--- src/mcs_pkg.sv ---
/*
  mcs_pkg: constants, field layouts and types shared by the meter control block.
  assumes a 200 MHz system clock and a 12-bit apb byte address.
*/
package mcs_pkg;
  // clock and debounce timing
  localparam int unsigned CLK_MHZ      = 200;
  localparam int unsigned CLK_HZ       = CLK_MHZ * 1_000_000;
  localparam int unsigned DEBOUNCE_US  = 10_000;
  localparam int unsigned DEBOUNCE_CYC = DEBOUNCE_US * CLK_MHZ;

  localparam int RDG_W  = 24;
  localparam int N_CTL  = 8;
  localparam int N_SP   = 4;
  localparam int ADDR_W = 12;
  localparam int LOCK_W = 5;
  localparam int DIV_W  = 20;

  // position of each control pin in the pin vector
  localparam int IN_TARE   = 0;
  localparam int IN_PEAK   = 1;
  localparam int IN_VALLEY = 2;
  localparam int IN_XRST   = 3;
  localparam int IN_HOLD   = 4;
  localparam int IN_LOCK   = 5;
  localparam int IN_PRINT  = 6;
  localparam int IN_MENU   = 7;

  // register byte offsets
  localparam logic [ADDR_W-1:0] OFF_CTRL   = 12'h000;
  localparam logic [ADDR_W-1:0] OFF_SERFMT = 12'h004;
  localparam logic [ADDR_W-1:0] OFF_LOCK   = 12'h008;
  localparam logic [ADDR_W-1:0] OFF_STATUS = 12'h00c;
  localparam logic [ADDR_W-1:0] OFF_DISP   = 12'h010;
  localparam logic [ADDR_W-1:0] OFF_PEAK   = 12'h014;
  localparam logic [ADDR_W-1:0] OFF_VALLEY = 12'h018;
  localparam logic [ADDR_W-1:0] OFF_TARE   = 12'h01c;

  typedef enum logic [2:0] {
    BAUD_300 = 3'h0, BAUD_600 = 3'h1, BAUD_1200 = 3'h2, BAUD_2400 = 3'h3,
    BAUD_4800 = 3'h4, BAUD_9600 = 3'h5, BAUD_19200 = 3'h6
  } mcs_baud_t;

  typedef enum logic [1:0] {
    PAR_NONE = 2'h0, PAR_ODD = 2'h1, PAR_EVEN = 2'h2
  } mcs_parity_t;

  typedef enum logic {MODE_RUN = 1'b0, MODE_SETUP = 1'b1} mcs_mode_t;

  // control register, bit 0 is reset_scope_select
  typedef struct packed {
    logic alarm_latch_mode;
    logic s2_swap;
    logic s1_swap;
    logic four_relay;
    logic relay2_alt;
    logic relay1_alt;
    logic alarm_latch_reset_enable;
    logic print_enable;
    logic reset_scope_select;
  } mcs_ctrl_t;
  localparam int        CTRL_W   = $bits(mcs_ctrl_t);
  localparam mcs_ctrl_t CTRL_RST = 9'h000;

  typedef struct packed {
    logic [7:0]  address;
    logic        stop_bit_select;
    mcs_parity_t parity_select;
    mcs_baud_t   baud;
  } mcs_sercfg_t;
  localparam int          SERCFG_W   = $bits(mcs_sercfg_t);
  localparam logic [7:0]  ADDR_DEF   = 8'h01;
  localparam logic [7:0]  ADDR_MAX   = 8'hc7;
  localparam mcs_sercfg_t SERCFG_RST = {ADDR_DEF, 1'b0, PAR_NONE, BAUD_9600};
  localparam logic [LOCK_W-1:0] LOCK_RST = 5'h1f;

  // clock cycles per serial bit
  function automatic logic [DIV_W-1:0] baud_div(input mcs_baud_t b);
    case (b)
      BAUD_300:   baud_div = DIV_W'(CLK_HZ / 300);
      BAUD_600:   baud_div = DIV_W'(CLK_HZ / 600);
      BAUD_1200:  baud_div = DIV_W'(CLK_HZ / 1200);
      BAUD_2400:  baud_div = DIV_W'(CLK_HZ / 2400);
      BAUD_4800:  baud_div = DIV_W'(CLK_HZ / 4800);
      BAUD_19200: baud_div = DIV_W'(CLK_HZ / 19200);
      default:    baud_div = DIV_W'(CLK_HZ / 9600);
    endcase
  endfunction : baud_div
endpackage : mcs_pkg

--- src/mcs_debounce.sv ---
/*
  mcs_debounce: two-flop synchroniser and debouncer for one active-low pin.
  assumes the pin is asynchronous; open (high) reads as deasserted.
*/
`timescale 1ns/1ps
`default_nettype none
module mcs_debounce #(
  parameter int unsigned CNT = mcs_pkg::DEBOUNCE_CYC
) (
  input  wire logic clk,
  input  wire logic rst_n,
  input  wire logic ce,
  input  wire logic pin_n,
  output logic      level,
  output logic      rise
);
  import mcs_pkg::*;
  localparam int CW = $clog2(CNT + 1);

  if (CNT < 1) begin : g_bad_cnt
    $error("debounce count must be at least one");
  end

  logic          meta_q, sync_q, level_q, rise_q;
  logic [CW-1:0] cnt_q;
  wire           done = (cnt_q == CW'(CNT - 1));

  // level only changes after the synced pin has differed for CNT cycles
  always_ff @(posedge clk or negedge rst_n) begin
    if (!rst_n) begin
      meta_q  <= 1'b0;
      sync_q  <= 1'b0;
      level_q <= 1'b0;
      rise_q  <= 1'b0;
      cnt_q   <= '0;
    end else if (ce) begin
      meta_q <= ~pin_n;  // ground means asserted
      sync_q <= meta_q;
      rise_q <= done && sync_q && !level_q;
      if (sync_q == level_q) cnt_q <= '0;
      else if (done) begin
        level_q <= sync_q;
        cnt_q   <= '0;
      end else cnt_q <= cnt_q + CW'(1);
    end
  end

  assign level = level_q;
  assign rise  = rise_q;
endmodule : mcs_debounce
`default_nettype wire

--- src/mcs_serfmt.sv ---
/*
  mcs_serfmt: serial format settings, communication lock bits and bit tick.
  assumes write strobes come from the apb decode in the same clock domain.
*/
`timescale 1ns/1ps
`default_nettype none
module mcs_serfmt (
  input  wire logic                      clk,
  input  wire logic                      rst_n,
  input  wire logic                      ce,
  input  wire logic                      lockout,
  input  wire logic                      fmt_wr,
  input  wire logic                      lock_wr,
  input  wire mcs_pkg::mcs_sercfg_t      fmt_wdata,
  input  wire logic [mcs_pkg::LOCK_W-1:0] lock_wdata,
  output logic                           fmt_ok,
  output mcs_pkg::mcs_sercfg_t           cfg,
  output logic [mcs_pkg::LOCK_W-1:0]     lock,
  output logic                           baud_tick
);
  import mcs_pkg::*;

  mcs_sercfg_t       cfg_q;
  logic [LOCK_W-1:0] lock_q;
  logic [DIV_W-1:0]  cnt_q;
  logic              tick_q;

  // a format write is only legal with every comm lock bit cleared
  wire legal = (fmt_wdata.baud <= BAUD_19200) && (fmt_wdata.parity_select <= PAR_EVEN)
            && (fmt_wdata.address != 8'h00) && (fmt_wdata.address <= ADDR_MAX);
  assign fmt_ok = !lockout && (lock_q == '0) && legal;  // RULE19 RULE7
  wire [DIV_W-1:0] div = baud_div(cfg_q.baud);  // RULE15

  always_ff @(posedge clk or negedge rst_n) begin
    if (!rst_n) begin
      cfg_q  <= SERCFG_RST;
      lock_q <= LOCK_RST;
      cnt_q  <= '0;
      tick_q <= 1'b0;
    end else if (ce) begin
      if (fmt_wr && fmt_ok) cfg_q <= fmt_wdata;  // RULE16 RULE17 RULE18
      if (lock_wr && !lockout) lock_q <= lock_wdata;
      tick_q <= (cnt_q >= div - DIV_W'(1));
      cnt_q  <= (cnt_q >= div - DIV_W'(1)) ? '0 : cnt_q + DIV_W'(1);
    end
  end

  assign cfg       = cfg_q;
  assign lock      = lock_q;
  assign baud_tick = tick_q;
endmodule : mcs_serfmt
`default_nettype wire

--- src/mcs_top.sv ---
/*
  mcs_top: control logic of a panel meter - rear control inputs, display
  source and hold, peak/valley, setpoint and relay outputs, serial format.
  assumes readings and setpoint trips arrive from logic on clk; control pins
  and aux rx are asynchronous; apb master on clk.
*/
// How it works
// (RULE1) a tare closure stores the live reading so the net reading becomes zero
// (RULE2) while peak select is held the display shows stored highest reading, flashing
// (RULE3) while valley select is held the display shows stored lowest reading, flashing
// (RULE4) external reset: scope 0 gives hard reset, scope 1 clears peak/valley only
// (RULE5) while hold is grounded the displayed value stays frozen
// (RULE6) during hold, sampling, setpoints and peak/valley keep updating
// (RULE7) lockout rejects configuration writes and any nonvolatile store
// (RULE8) lockout in run mode ignores the menu button, no setup entry
// (RULE9) print input with print enable starts a serial printout
// (RULE10) print input with alarm latch reset enable clears latched alarms
// (RULE11) aux rx/tx pins carry rs-232 framing at logic levels
// (RULE12) four open-collector setpoint outputs, the last two being the alarms
// (RULE13) dual board: relay one from setpoint three or one, two from four or two
// (RULE14) four-relay board: two swap groups exchange setpoints one/three and two/four
// (RULE15) baud selectable from 300 to 19200, default 9600
// (RULE16) parity code 0 none, 1 odd, 2 even
// (RULE17) stop-bit code 0 one stop bit, 1 two stop bits
// (RULE18) each device has a unique address, default 001, up to 199
// (RULE19) serial format changes only when all five comm lock bits are zero
// (RULE20) each control pin is synchronised and debounced, ground means asserted
`timescale 1ns/1ps
`default_nettype none
module mcs_top #(
  parameter int unsigned DEBOUNCE = mcs_pkg::DEBOUNCE_CYC
) (
  input  wire logic                        clk,
  input  wire logic                        rst_n,
  input  wire logic                        ce,
  input  wire logic [mcs_pkg::ADDR_W-1:0]  paddr,
  input  wire logic                        psel,
  input  wire logic                        penable,
  input  wire logic                        pwrite,
  input  wire logic [31:0]                 pwdata,
  input  wire logic [3:0]                  pstrb,
  output logic [31:0]                      prdata,
  output logic                             pready,
  output logic                             pslverr,
  input  wire logic [mcs_pkg::N_CTL-1:0]   ctl_pin_n,
  input  wire logic [mcs_pkg::RDG_W-1:0]   reading_in,
  input  wire logic                        reading_vld,
  input  wire logic [mcs_pkg::N_SP-1:0]    sp_trip,
  output logic [mcs_pkg::N_SP-1:0]         sp_pin_o,
  output logic [mcs_pkg::N_SP-1:0]         sp_pin_oe,
  output logic [mcs_pkg::N_SP-1:0]         relay_o,
  output logic [mcs_pkg::RDG_W-1:0]        display_o,
  output logic                             display_flash_o,
  output logic                             hard_reset_o,
  output logic                             setup_mode_o,
  output logic                             print_start_o,
  output logic                             nv_store_o,
  output mcs_pkg::mcs_sercfg_t             ser_cfg_o,
  output logic                             baud_tick_o,
  input  wire logic                        aux_rx_pin,
  output logic                             aux_rx_o,
  input  wire logic                        aux_tx_i,
  output logic                             aux_tx_pin
);
  import mcs_pkg::*;

  if (DEBOUNCE < 1) begin : g_bad_deb
    $error("DEBOUNCE must be at least one cycle");
  end

  // reset release through two flops
  logic rst_m_q, rst_s_n;
  always_ff @(posedge clk or negedge rst_n) begin
    if (!rst_n) begin
      rst_m_q <= 1'b0;
      rst_s_n <= 1'b0;
    end else if (ce) begin
      rst_m_q <= 1'b1;
      rst_s_n <= rst_m_q;
    end
  end

  // control pins, one debouncer each
  logic [N_CTL-1:0] lvl, ev;
  for (genvar i = 0; i < N_CTL; i++) begin : g_pin
    mcs_debounce #(.CNT(DEBOUNCE)) u_deb (
      .clk   (clk),
      .rst_n (rst_s_n),
      .ce    (ce),
      .pin_n (ctl_pin_n[i]),
      .level (lvl[i]),  // RULE20
      .rise  (ev[i])
    );
  end

  wire lockout = lvl[IN_LOCK];

  // state
  mcs_ctrl_t              ctrl_q;
  mcs_mode_t              mode_q;
  logic [RDG_W-1:0]       live_q, tare_q, peak_q, valley_q, disp_q;
  logic                   samp_q, flash_q, hard_q, print_q, nv_q, ack_q;
  logic [1:0]             alarm_q;
  logic [N_SP-1:0]        sp_q, relay_q;
  logic [31:0]            rdata_q;
  logic                   rx_m_q, rx_s_q, tx_q;

  // apb decode: access phase waits one cycle so read data comes from a flop
  wire        acc      = psel && penable;
  wire        fire     = acc && ack_q;
  wire        wr_fire  = fire && pwrite;
  wire        hit_ctrl = (paddr == OFF_CTRL);
  wire        hit_fmt  = (paddr == OFF_SERFMT);
  wire        hit_lock = (paddr == OFF_LOCK);
  wire        hit_ro   = (paddr == OFF_STATUS) || (paddr == OFF_DISP) ||
                         (paddr == OFF_PEAK) || (paddr == OFF_VALLEY) ||
                         (paddr == OFF_TARE);
  wire        mapped   = hit_ctrl || hit_fmt || hit_lock || hit_ro;
  logic [31:0] wmask;
  for (genvar b = 0; b < 4; b++) begin : g_lane
    assign wmask[8*b +: 8] = {8{pstrb[b]}};
  end
  logic [LOCK_W-1:0] lock_bits;
  logic              fmt_ok;
  wire [31:0] m_ctrl = (32'(ctrl_q) & ~wmask) | (pwdata & wmask);
  wire [31:0] m_fmt  = (32'(ser_cfg_o) & ~wmask) | (pwdata & wmask);
  wire [31:0] m_lock = (32'(lock_bits) & ~wmask) | (pwdata & wmask);

  // a refused write answers with pslverr and changes nothing
  wire rejected = (hit_ctrl && lockout) || (hit_lock && lockout) ||  // RULE7
                  (hit_fmt && !fmt_ok) || hit_ro;
  wire cfg_wr   = wr_fire && (hit_ctrl || hit_fmt || hit_lock) && !rejected;
  assign pready  = acc && ack_q;
  assign pslverr = pready && (!mapped || (pwrite && rejected));
  assign prdata  = rdata_q;

  mcs_serfmt u_ser (
    .clk        (clk),
    .rst_n      (rst_s_n),
    .ce         (ce),
    .lockout    (lockout),
    .fmt_wr     (wr_fire && hit_fmt),
    .lock_wr    (wr_fire && hit_lock),
    .fmt_wdata  (mcs_sercfg_t'(m_fmt[SERCFG_W-1:0])),
    .lock_wdata (m_lock[LOCK_W-1:0]),
    .fmt_ok     (fmt_ok),
    .cfg        (ser_cfg_o),
    .lock       (lock_bits),
    .baud_tick  (baud_tick_o)
  );

  // reading path: net = live - tare, peak/valley track the net value
  wire [RDG_W-1:0] net     = live_q - tare_q;
  wire             hard_ev = ev[IN_XRST] && !ctrl_q.reset_scope_select;  // RULE4
  wire             pv_clr  = ev[IN_XRST];  // RULE4
  wire             prt_ev  = ev[IN_PRINT];
  wire             alm_clr = (prt_ev && ctrl_q.alarm_latch_reset_enable) || hard_ev;  // RULE10
  wire             up_pk   = samp_q && ($signed(net) > $signed(peak_q));
  wire             up_vl   = samp_q && ($signed(net) < $signed(valley_q));

  // display source: peak wins over valley, both over net
  wire [RDG_W-1:0] src = lvl[IN_PEAK]   ? peak_q :  // RULE2
                         lvl[IN_VALLEY] ? valley_q : net;  // RULE3
  wire [RDG_W-1:0] disp_d = lvl[IN_HOLD] ? disp_q : src;  // RULE5

  // setpoint lines: alarms may latch; set beats clear in the same cycle
  wire [1:0]      alarm_d = (alarm_q & ~{2{alm_clr}}) | sp_trip[3:2];  // RULE10
  wire [N_SP-1:0] sp_d    = {ctrl_q.alarm_latch_mode ? alarm_d : sp_trip[3:2],
                             sp_trip[1:0]};  // RULE12

  // relay routing for dual and four-relay boards
  wire [N_SP-1:0] rel_dual = {2'b00,
                              ctrl_q.relay2_alt ? sp_q[1] : sp_q[3],
                              ctrl_q.relay1_alt ? sp_q[0] : sp_q[2]};  // RULE13
  wire [N_SP-1:0] rel_four = {ctrl_q.s2_swap ? sp_q[1] : sp_q[3],
                              ctrl_q.s1_swap ? sp_q[0] : sp_q[2],
                              ctrl_q.s2_swap ? sp_q[3] : sp_q[1],
                              ctrl_q.s1_swap ? sp_q[2] : sp_q[0]};  // RULE14
  wire [N_SP-1:0] relay_d  = ctrl_q.four_relay ? rel_four : rel_dual;

  // menu button enters or leaves setup; lockout blocks entry from run
  wire menu_in = ev[IN_MENU] && (mode_q == MODE_RUN) && !lockout;  // RULE8
  wire menu_out = ev[IN_MENU] && (mode_q == MODE_SETUP);

  // read mux
  wire [31:0] status = 32'({mode_q, flash_q, alarm_q, lvl});
  logic [31:0] rd_d;
  always_comb begin
    case (paddr)
      OFF_CTRL:   rd_d = 32'(ctrl_q);
      OFF_SERFMT: rd_d = 32'(ser_cfg_o);
      OFF_LOCK:   rd_d = 32'(lock_bits);
      OFF_STATUS: rd_d = status;
      OFF_DISP:   rd_d = 32'(disp_q);
      OFF_PEAK:   rd_d = 32'(peak_q);
      OFF_VALLEY: rd_d = 32'(valley_q);
      OFF_TARE:   rd_d = 32'(tare_q);
      default:    rd_d = 32'h0000_0000;
    endcase
  end

  // bus handshake and software control register
  always_ff @(posedge clk or negedge rst_s_n) begin
    if (!rst_s_n) begin
      ack_q   <= 1'b0;
      rdata_q <= 32'h0000_0000;
      ctrl_q  <= CTRL_RST;
      nv_q    <= 1'b0;
    end else if (ce) begin
      ack_q <= acc && !ack_q;
      if (acc && !ack_q) rdata_q <= rd_d;
      if (wr_fire && hit_ctrl && !lockout) ctrl_q <= mcs_ctrl_t'(m_ctrl[CTRL_W-1:0]);
      nv_q <= cfg_wr && !lockout;  // RULE7
    end
  end

  // sampling, tare and peak/valley continue regardless of hold
  always_ff @(posedge clk or negedge rst_s_n) begin
    if (!rst_s_n) begin
      live_q   <= '0;
      samp_q   <= 1'b0;
      tare_q   <= '0;
      peak_q   <= '0;
      valley_q <= '0;
    end else if (ce) begin
      samp_q <= reading_vld;
      if (reading_vld) live_q <= reading_in;  // RULE6
      if (hard_ev) tare_q <= '0;
      else if (ev[IN_TARE]) tare_q <= live_q;  // RULE1
      if (pv_clr) begin
        peak_q   <= net;
        valley_q <= net;
      end else begin
        if (up_pk) peak_q <= net;  // RULE6
        if (up_vl) valley_q <= net;
      end
    end
  end

  // display, events and outputs
  always_ff @(posedge clk or negedge rst_s_n) begin
    if (!rst_s_n) begin
      disp_q  <= '0;
      flash_q <= 1'b0;
      hard_q  <= 1'b0;
      print_q <= 1'b0;
      alarm_q <= 2'b00;
      sp_q    <= '0;
      relay_q <= '0;
      mode_q  <= MODE_RUN;
    end else if (ce) begin
      disp_q  <= disp_d;
      flash_q <= lvl[IN_PEAK] || lvl[IN_VALLEY];  // RULE2 RULE3
      hard_q  <= hard_ev;
      print_q <= prt_ev && ctrl_q.print_enable;  // RULE9
      alarm_q <= alarm_d;
      sp_q    <= sp_d;
      relay_q <= relay_d;
      case (mode_q)
        MODE_RUN:   if (menu_in) mode_q <= MODE_SETUP;
        MODE_SETUP: if (menu_out || hard_ev) mode_q <= MODE_RUN;
        default:    mode_q <= MODE_RUN;
      endcase
    end
  end

  // aux port: rx through two flops, tx retimed, idle mark after reset
  always_ff @(posedge clk or negedge rst_s_n) begin
    if (!rst_s_n) begin
      rx_m_q <= 1'b1;
      rx_s_q <= 1'b1;
      tx_q   <= 1'b1;
    end else if (ce) begin
      rx_m_q <= aux_rx_pin;  // RULE11
      rx_s_q <= rx_m_q;
      tx_q   <= aux_tx_i;  // RULE11
    end
  end

  assign aux_rx_o        = rx_s_q;
  assign aux_tx_pin      = tx_q;
  assign sp_pin_o        = '0;  // open collector: only ever pulls low
  assign sp_pin_oe       = sp_q;  // RULE12
  assign relay_o         = relay_q;
  assign display_o       = disp_q;
  assign display_flash_o = flash_q;
  assign hard_reset_o    = hard_q;
  assign setup_mode_o    = (mode_q == MODE_SETUP);
  assign print_start_o   = print_q;
  assign nv_store_o      = nv_q;

  // checks
  chk_tare_zero: assert property (@(posedge clk) disable iff (!rst_s_n)  // RULE1
    ev[IN_TARE] && !hard_ev && ce |=> tare_q == $past(live_q))
    else $error("tare did not capture live reading");
  chk_peak_shown: assert property (@(posedge clk) disable iff (!rst_s_n)  // RULE2
    lvl[IN_PEAK] && !lvl[IN_HOLD] && ce |=> disp_q == $past(peak_q) && flash_q)
    else $error("peak not displayed flashing");
  chk_valley_shown: assert property (@(posedge clk) disable iff (!rst_s_n)  // RULE3
    lvl[IN_VALLEY] && !lvl[IN_PEAK] && !lvl[IN_HOLD] && ce
    |=> disp_q == $past(valley_q) && flash_q)
    else $error("valley not displayed flashing");
  chk_hard_reset: assert property (@(posedge clk) disable iff (!rst_s_n)  // RULE4
    ev[IN_XRST] && ce |=> hard_reset_o == !$past(ctrl_q.reset_scope_select)
    && peak_q == $past(net) && valley_q == $past(net))
    else $error("external reset scope wrong");
  chk_hold_freeze: assert property (@(posedge clk) disable iff (!rst_s_n)  // RULE5
    lvl[IN_HOLD] && ce |=> $stable(disp_q))
    else $error("display moved during hold");
  chk_hold_sample: assert property (@(posedge clk) disable iff (!rst_s_n)  // RULE6
    lvl[IN_HOLD] && reading_vld && ce |=> live_q == $past(reading_in))
    else $error("sampling stopped during hold");
  chk_lock_store: assert property (@(posedge clk) disable iff (!rst_s_n)  // RULE7
    lockout && ce |=> !nv_store_o)
    else $error("store during lockout");
  chk_lock_menu: assert property (@(posedge clk) disable iff (!rst_s_n)  // RULE8
    lockout && mode_q == MODE_RUN && ce |=> mode_q == MODE_RUN)
    else $error("setup entered under lockout");
  chk_print_start: assert property (@(posedge clk) disable iff (!rst_s_n)  // RULE9
    prt_ev && ctrl_q.print_enable && ce |=> print_start_o ##1 !print_start_o)
    else $error("print start missing");
  chk_alarm_clear: assert property (@(posedge clk) disable iff (!rst_s_n)  // RULE10
    prt_ev && ctrl_q.alarm_latch_reset_enable && ce |=> alarm_q == $past(sp_trip[3:2]))
    else $error("latched alarms not cleared");
  chk_relay_dual: assert property (@(posedge clk) disable iff (!rst_s_n)  // RULE13
    !ctrl_q.four_relay && ce |=> relay_o[0] == $past(ctrl_q.relay1_alt ? sp_q[0] : sp_q[2]))
    else $error("dual relay routing wrong");
  chk_relay_four: assert property (@(posedge clk) disable iff (!rst_s_n)  // RULE14
    ctrl_q.four_relay && ce |=> relay_o[2] == $past(ctrl_q.s1_swap ? sp_q[0] : sp_q[2]))
    else $error("four relay routing wrong");
  chk_parity_legal: assert property (@(posedge clk) disable iff (!rst_s_n)  // RULE16
    ser_cfg_o.parity_select != 2'h3 && ser_cfg_o.address != 8'h00)
    else $error("illegal serial format held");
  chk_fmt_locked: assert property (@(posedge clk) disable iff (!rst_s_n)  // RULE19
    wr_fire && hit_fmt && lock_bits != '0 |=> $stable(ser_cfg_o))
    else $error("format changed while locked");
endmodule : mcs_top
`default_nettype wire

--- config.mk ---
export PLATFORM = sky130hd
export DESIGN_NAME = mcs_top
export DESIGN_NICKNAME = d
export VERILOG_FILES = /design/src/mcs_pkg.sv /design/src/mcs_debounce.sv /design/src/mcs_serfmt.sv /design/src/mcs_top.sv
export SDC_FILE = /design/constraint.sdc
export NUM_CORES = 1
export LEC_CHECK = 0
export CORE_MARGIN = 5
export CORE_UTILIZATION = 60
export CTS_CLUSTER_SIZE = 20
export DETAILED_ROUTE_END_ITERATION = 10
export DONT_BUFFER_PORTS = 1
export GPL_ROUTABILITY_DRIVEN = 0
export PLACE_DENSITY_LB_ADDON = 0.25
export SLEW_MARGIN = 20
export SYNTH_ARGS = -nofsm -noshare
export SYNTH_HDL_FRONTEND = slang
export SYNTH_SLANG_ARGS = --single-unit
export TNS_END_PERCENT = 100
--- constraint.sdc ---
create_clock -name clk -period 16.5 [get_ports clk]
set_clock_uncertainty 0.1 [all_clocks]
set_input_delay 3.3 -clock clk [delete_from_list [all_inputs] [get_ports clk]]
set_output_delay 3.3 -clock clk [all_outputs]
set_load 0.01 [all_outputs]
==> reports/metrics.yaml <==
synth:
  yosysSeqAreaShare: 0.452
  yosys.area.top_type: "dfrtp_1"
  synth_flop_cell: "dfrtp_1"
  async_reset_ff_frac: 1.00
  syn_inst: 2384
  synth_area_leaders: "dfrtp_1 44%, mux2_2 5.8%, ha_1 5.5%"
  synth_most_common_cell: "dfrtp_1"
  synth_commonest_cells: "400 x dfrtp_1, 269 x nand2_1, 249 x o21ai_0"
  yosysWarnings: 0
  syn_area_per_cell_um2: 9.56
  synth_cell_types: 75
  synth_top_area_frac: 0.439
  yosys_register_bits: 411
  synth_edf_count: 0
  syn_area_mm2: 0.0228
timing:
  setup_viol: 0
  setup_tns_ns: 0
  fin_crit_ns: 8.11
  tightest_slew_ns: 1.19
  slew_viol_final: 0
  hold_violations: 0
  rsz0062_at_grt: "false"
  max-slew-margin-rel: 0.207
  worst_hold_slack_ns: 0.116
  fmax_ghz: 0.123
  finalCritPeriodShare: 0.491
route:
  wl_per_cell_um: 19.4
  routed_wl_um: 56000
  antenna_left: 0
  drt_iter0_markers: 1559
  dr.pass1.iters: 8
  viasPerCell: 6.29
  dr_total_vias: 18200
  drc: 0
worst_setup_path:
  path_delay_family: "compound AO/OA/AOI/OAI gates"
  cp.arrival_ns: 4.71
  crit_type: "in -> out"
  max_stage_delay_ns: 0.36
  r2r-end: "valley_q[16]"
  reg2regPathDepth: 19
  end_kind: "primary output"
  cp_max_fo: 7
  crit_buf_inv: 0
  path_cells: "nor4_1 > a21oi_1 > nor3_1 > a211oi_2 > a31oi_1 > o211ai_1 > a21boi_0"
  ff2ff_setup_slack_ns: 11.15
  r2r-start: "live_q[0]"
  worst_setup_path_start_kind: "input pin"
  cp_data_required_time_ns: 13.10
  critPathSlowestCell: "a21boi_0"
floorplanning:
  start_util: 0.607
  die_w_um: 205
  die_h_um: 205
  rows: 71
  fp.coreArea_mm2: 0.0376
  ioPinCount: 185
  dieArea_mm2: 0.0420
finish:
  area_growth_pct: 8.40
  design_area_mm2: 0.0247
  final_core_util: 0.658
  fillers: 2942
  final_layout_size_suffix_gt1_frac: 0.107
  nets: 2532
global_route:
  use_met1: 0.356
  busiest_layer: "met2"
  grtUsageMet3: 0.0584
  antenna_found_initial: 7
  grt_first_pass_wirelength_um: 90700
  grtUsageTotal: 0.264
  grt-ovfl-total: 0
  grt_max_degree: 200
  met2_usage: 0.428
  grt_pass1_vias: 17500
min_path:
  hold_class: "reg -> async"
cts:
  max-clock-path-buffers: 3
  clkSinkCount: 411
  clock_latency_ns: 0.57
  clk_pin_slew_ns: 0.06
  hold_buffers: 0
  h-tree-depth: 2
  cts_buffers: 45
  cts_tree: "done"
  post_cts_resized: 0
  post_cts_buffers: 0
  root_buffer: "clkbuf_16"
power_and_ir_drop:
  ir_drop_uv: 79.9
  power.leakage_nw: 11.0
  p_per_area_mw_per_mm2: 121
outcome:
  status: "finished, final reports clean"
place:
  placed_cell_area_mm2: 0.0231
  dp_hpwl_um: 37600
  io_buffers: 0
job:
  maxCapViolCount: 0
## power by group
group | switching [mW] | leakage [nW] | internal, mW
clock network | 0.421 | 0.787 | 0.649
registers | 0.136 | 5.31 | 1.13
logic | 0.358 | 4.88 | 0.299
total | 0.915 | 11.0 | 2.08
## worst max path at each step
stage             start                         end  slack, ns  cells past startpoint
2_1_floorplan   rst_s_n  asynchronous set/reset pin       4.10                      0
3_3_place_gp   pstrb[1]                     pslverr       8.38                      7
3_5_place_dp   pstrb[1]                     pslverr       8.38                      7
4_1_cts        pstrb[1]                     pslverr       8.38                      7
5_1_grt        pstrb[1]                     pslverr       8.23                      7
6_report       pstrb[1]                     pslverr       8.39                      7
## cells in the final DEF, fill, tap and decap left out, types with 29 or more instances in the layout
cell type and count:
a22oi_1 33, clkbuf_16 47, o21ai_0 249, o31ai_1 40
a21oi_1 79, nor4_1 29, nand2b_1 40, and3_1 77
a21o_1 38, nor2_1 134, nand2_1 269, nand3_1 75
a22o_1 72, mux2_2 118, xor2_1 31, dfrtp_1 399
mux2i_1 38, inv_1 106, ha_1 100
## cell families after synthesis
logic type,count (synthesis),synth area share
AND/OR/NAND/NOR,766,0.164
AO/OA/AOI/OAI,663,0.190
flip-flops,411,0.452
buffers and inverters,231,0.0421
multiplexers,156,0.0750
adder cells (fa/ha/maj),101,0.0558
XOR/XNOR,55,0.0211
other,1,0.000164
## area by class of cell
cell class	instances	area, um2	area share
multi-input cells	1753	11600	0.470
flip-flops and latches	411	10300	0.417
clock buffers	66	1360	0.0549
well taps	511	639	0.0259
inverters	109	409	0.0166
clock inverters	17	221	0.00896
repair buffers	18	175	0.00709
diodes	2	5.00	0.000203
## stage by stage
step	std cells	setup WS [ns]	total power, mW
2_1_floorplan	2395	4.10	1.76
3_3_place_gp	2800	8.38	1.88
3_5_place_dp	2800	8.38	1.92
4_1_cts	2883	8.38	3.00
5_1_grt	2887	8.23	3.15
6_report	2887	8.39	2.99
## routing by layer
layer / wire [um] / up-vias
li1: - / 8564
met1: 23900 / 8906
met2: 26200 / 584
met3: 4400 / 113
met4: 1440 / 4
met5: 36 / -
## worst reg2reg max path, cell delays in order (launching register included)
cell and delay (ns):
dfrtp_1 0.36, inv_1 0.05, ha_1 0.22, fa_1 0.41, nor2b_1 0.17, o31a_1 0.22
nor4_1 0.07, nor2_1 0.31, a21oi_2 0.16, o31ai_1 0.31, xor2_1 0.44, ha_1 0.34
nand4_1 0.13, nor3_1 0.10, a311oi_1 0.26, o211ai_1 0.19, o21ai_0 0.20, o311a_1 0.40
buf_4 0.40, mux2_2 0.39
## sequential cells by signal (all words and copies together) (netlist names), 8 cells and up, named ones only
register and count:
u_ser.cfg 13, g_pin.u_deb.cnt_q 168, display_o 24, g_pin.u_deb.meta_q 8
peak_q 24, prdata 24, u_ser.cnt_q 20, g_pin.u_deb.sync_q 8
valley_q 24, g_pin.u_deb.level 8, live_q 24, tare_q 24
Power figures use the tool's default switching activity.
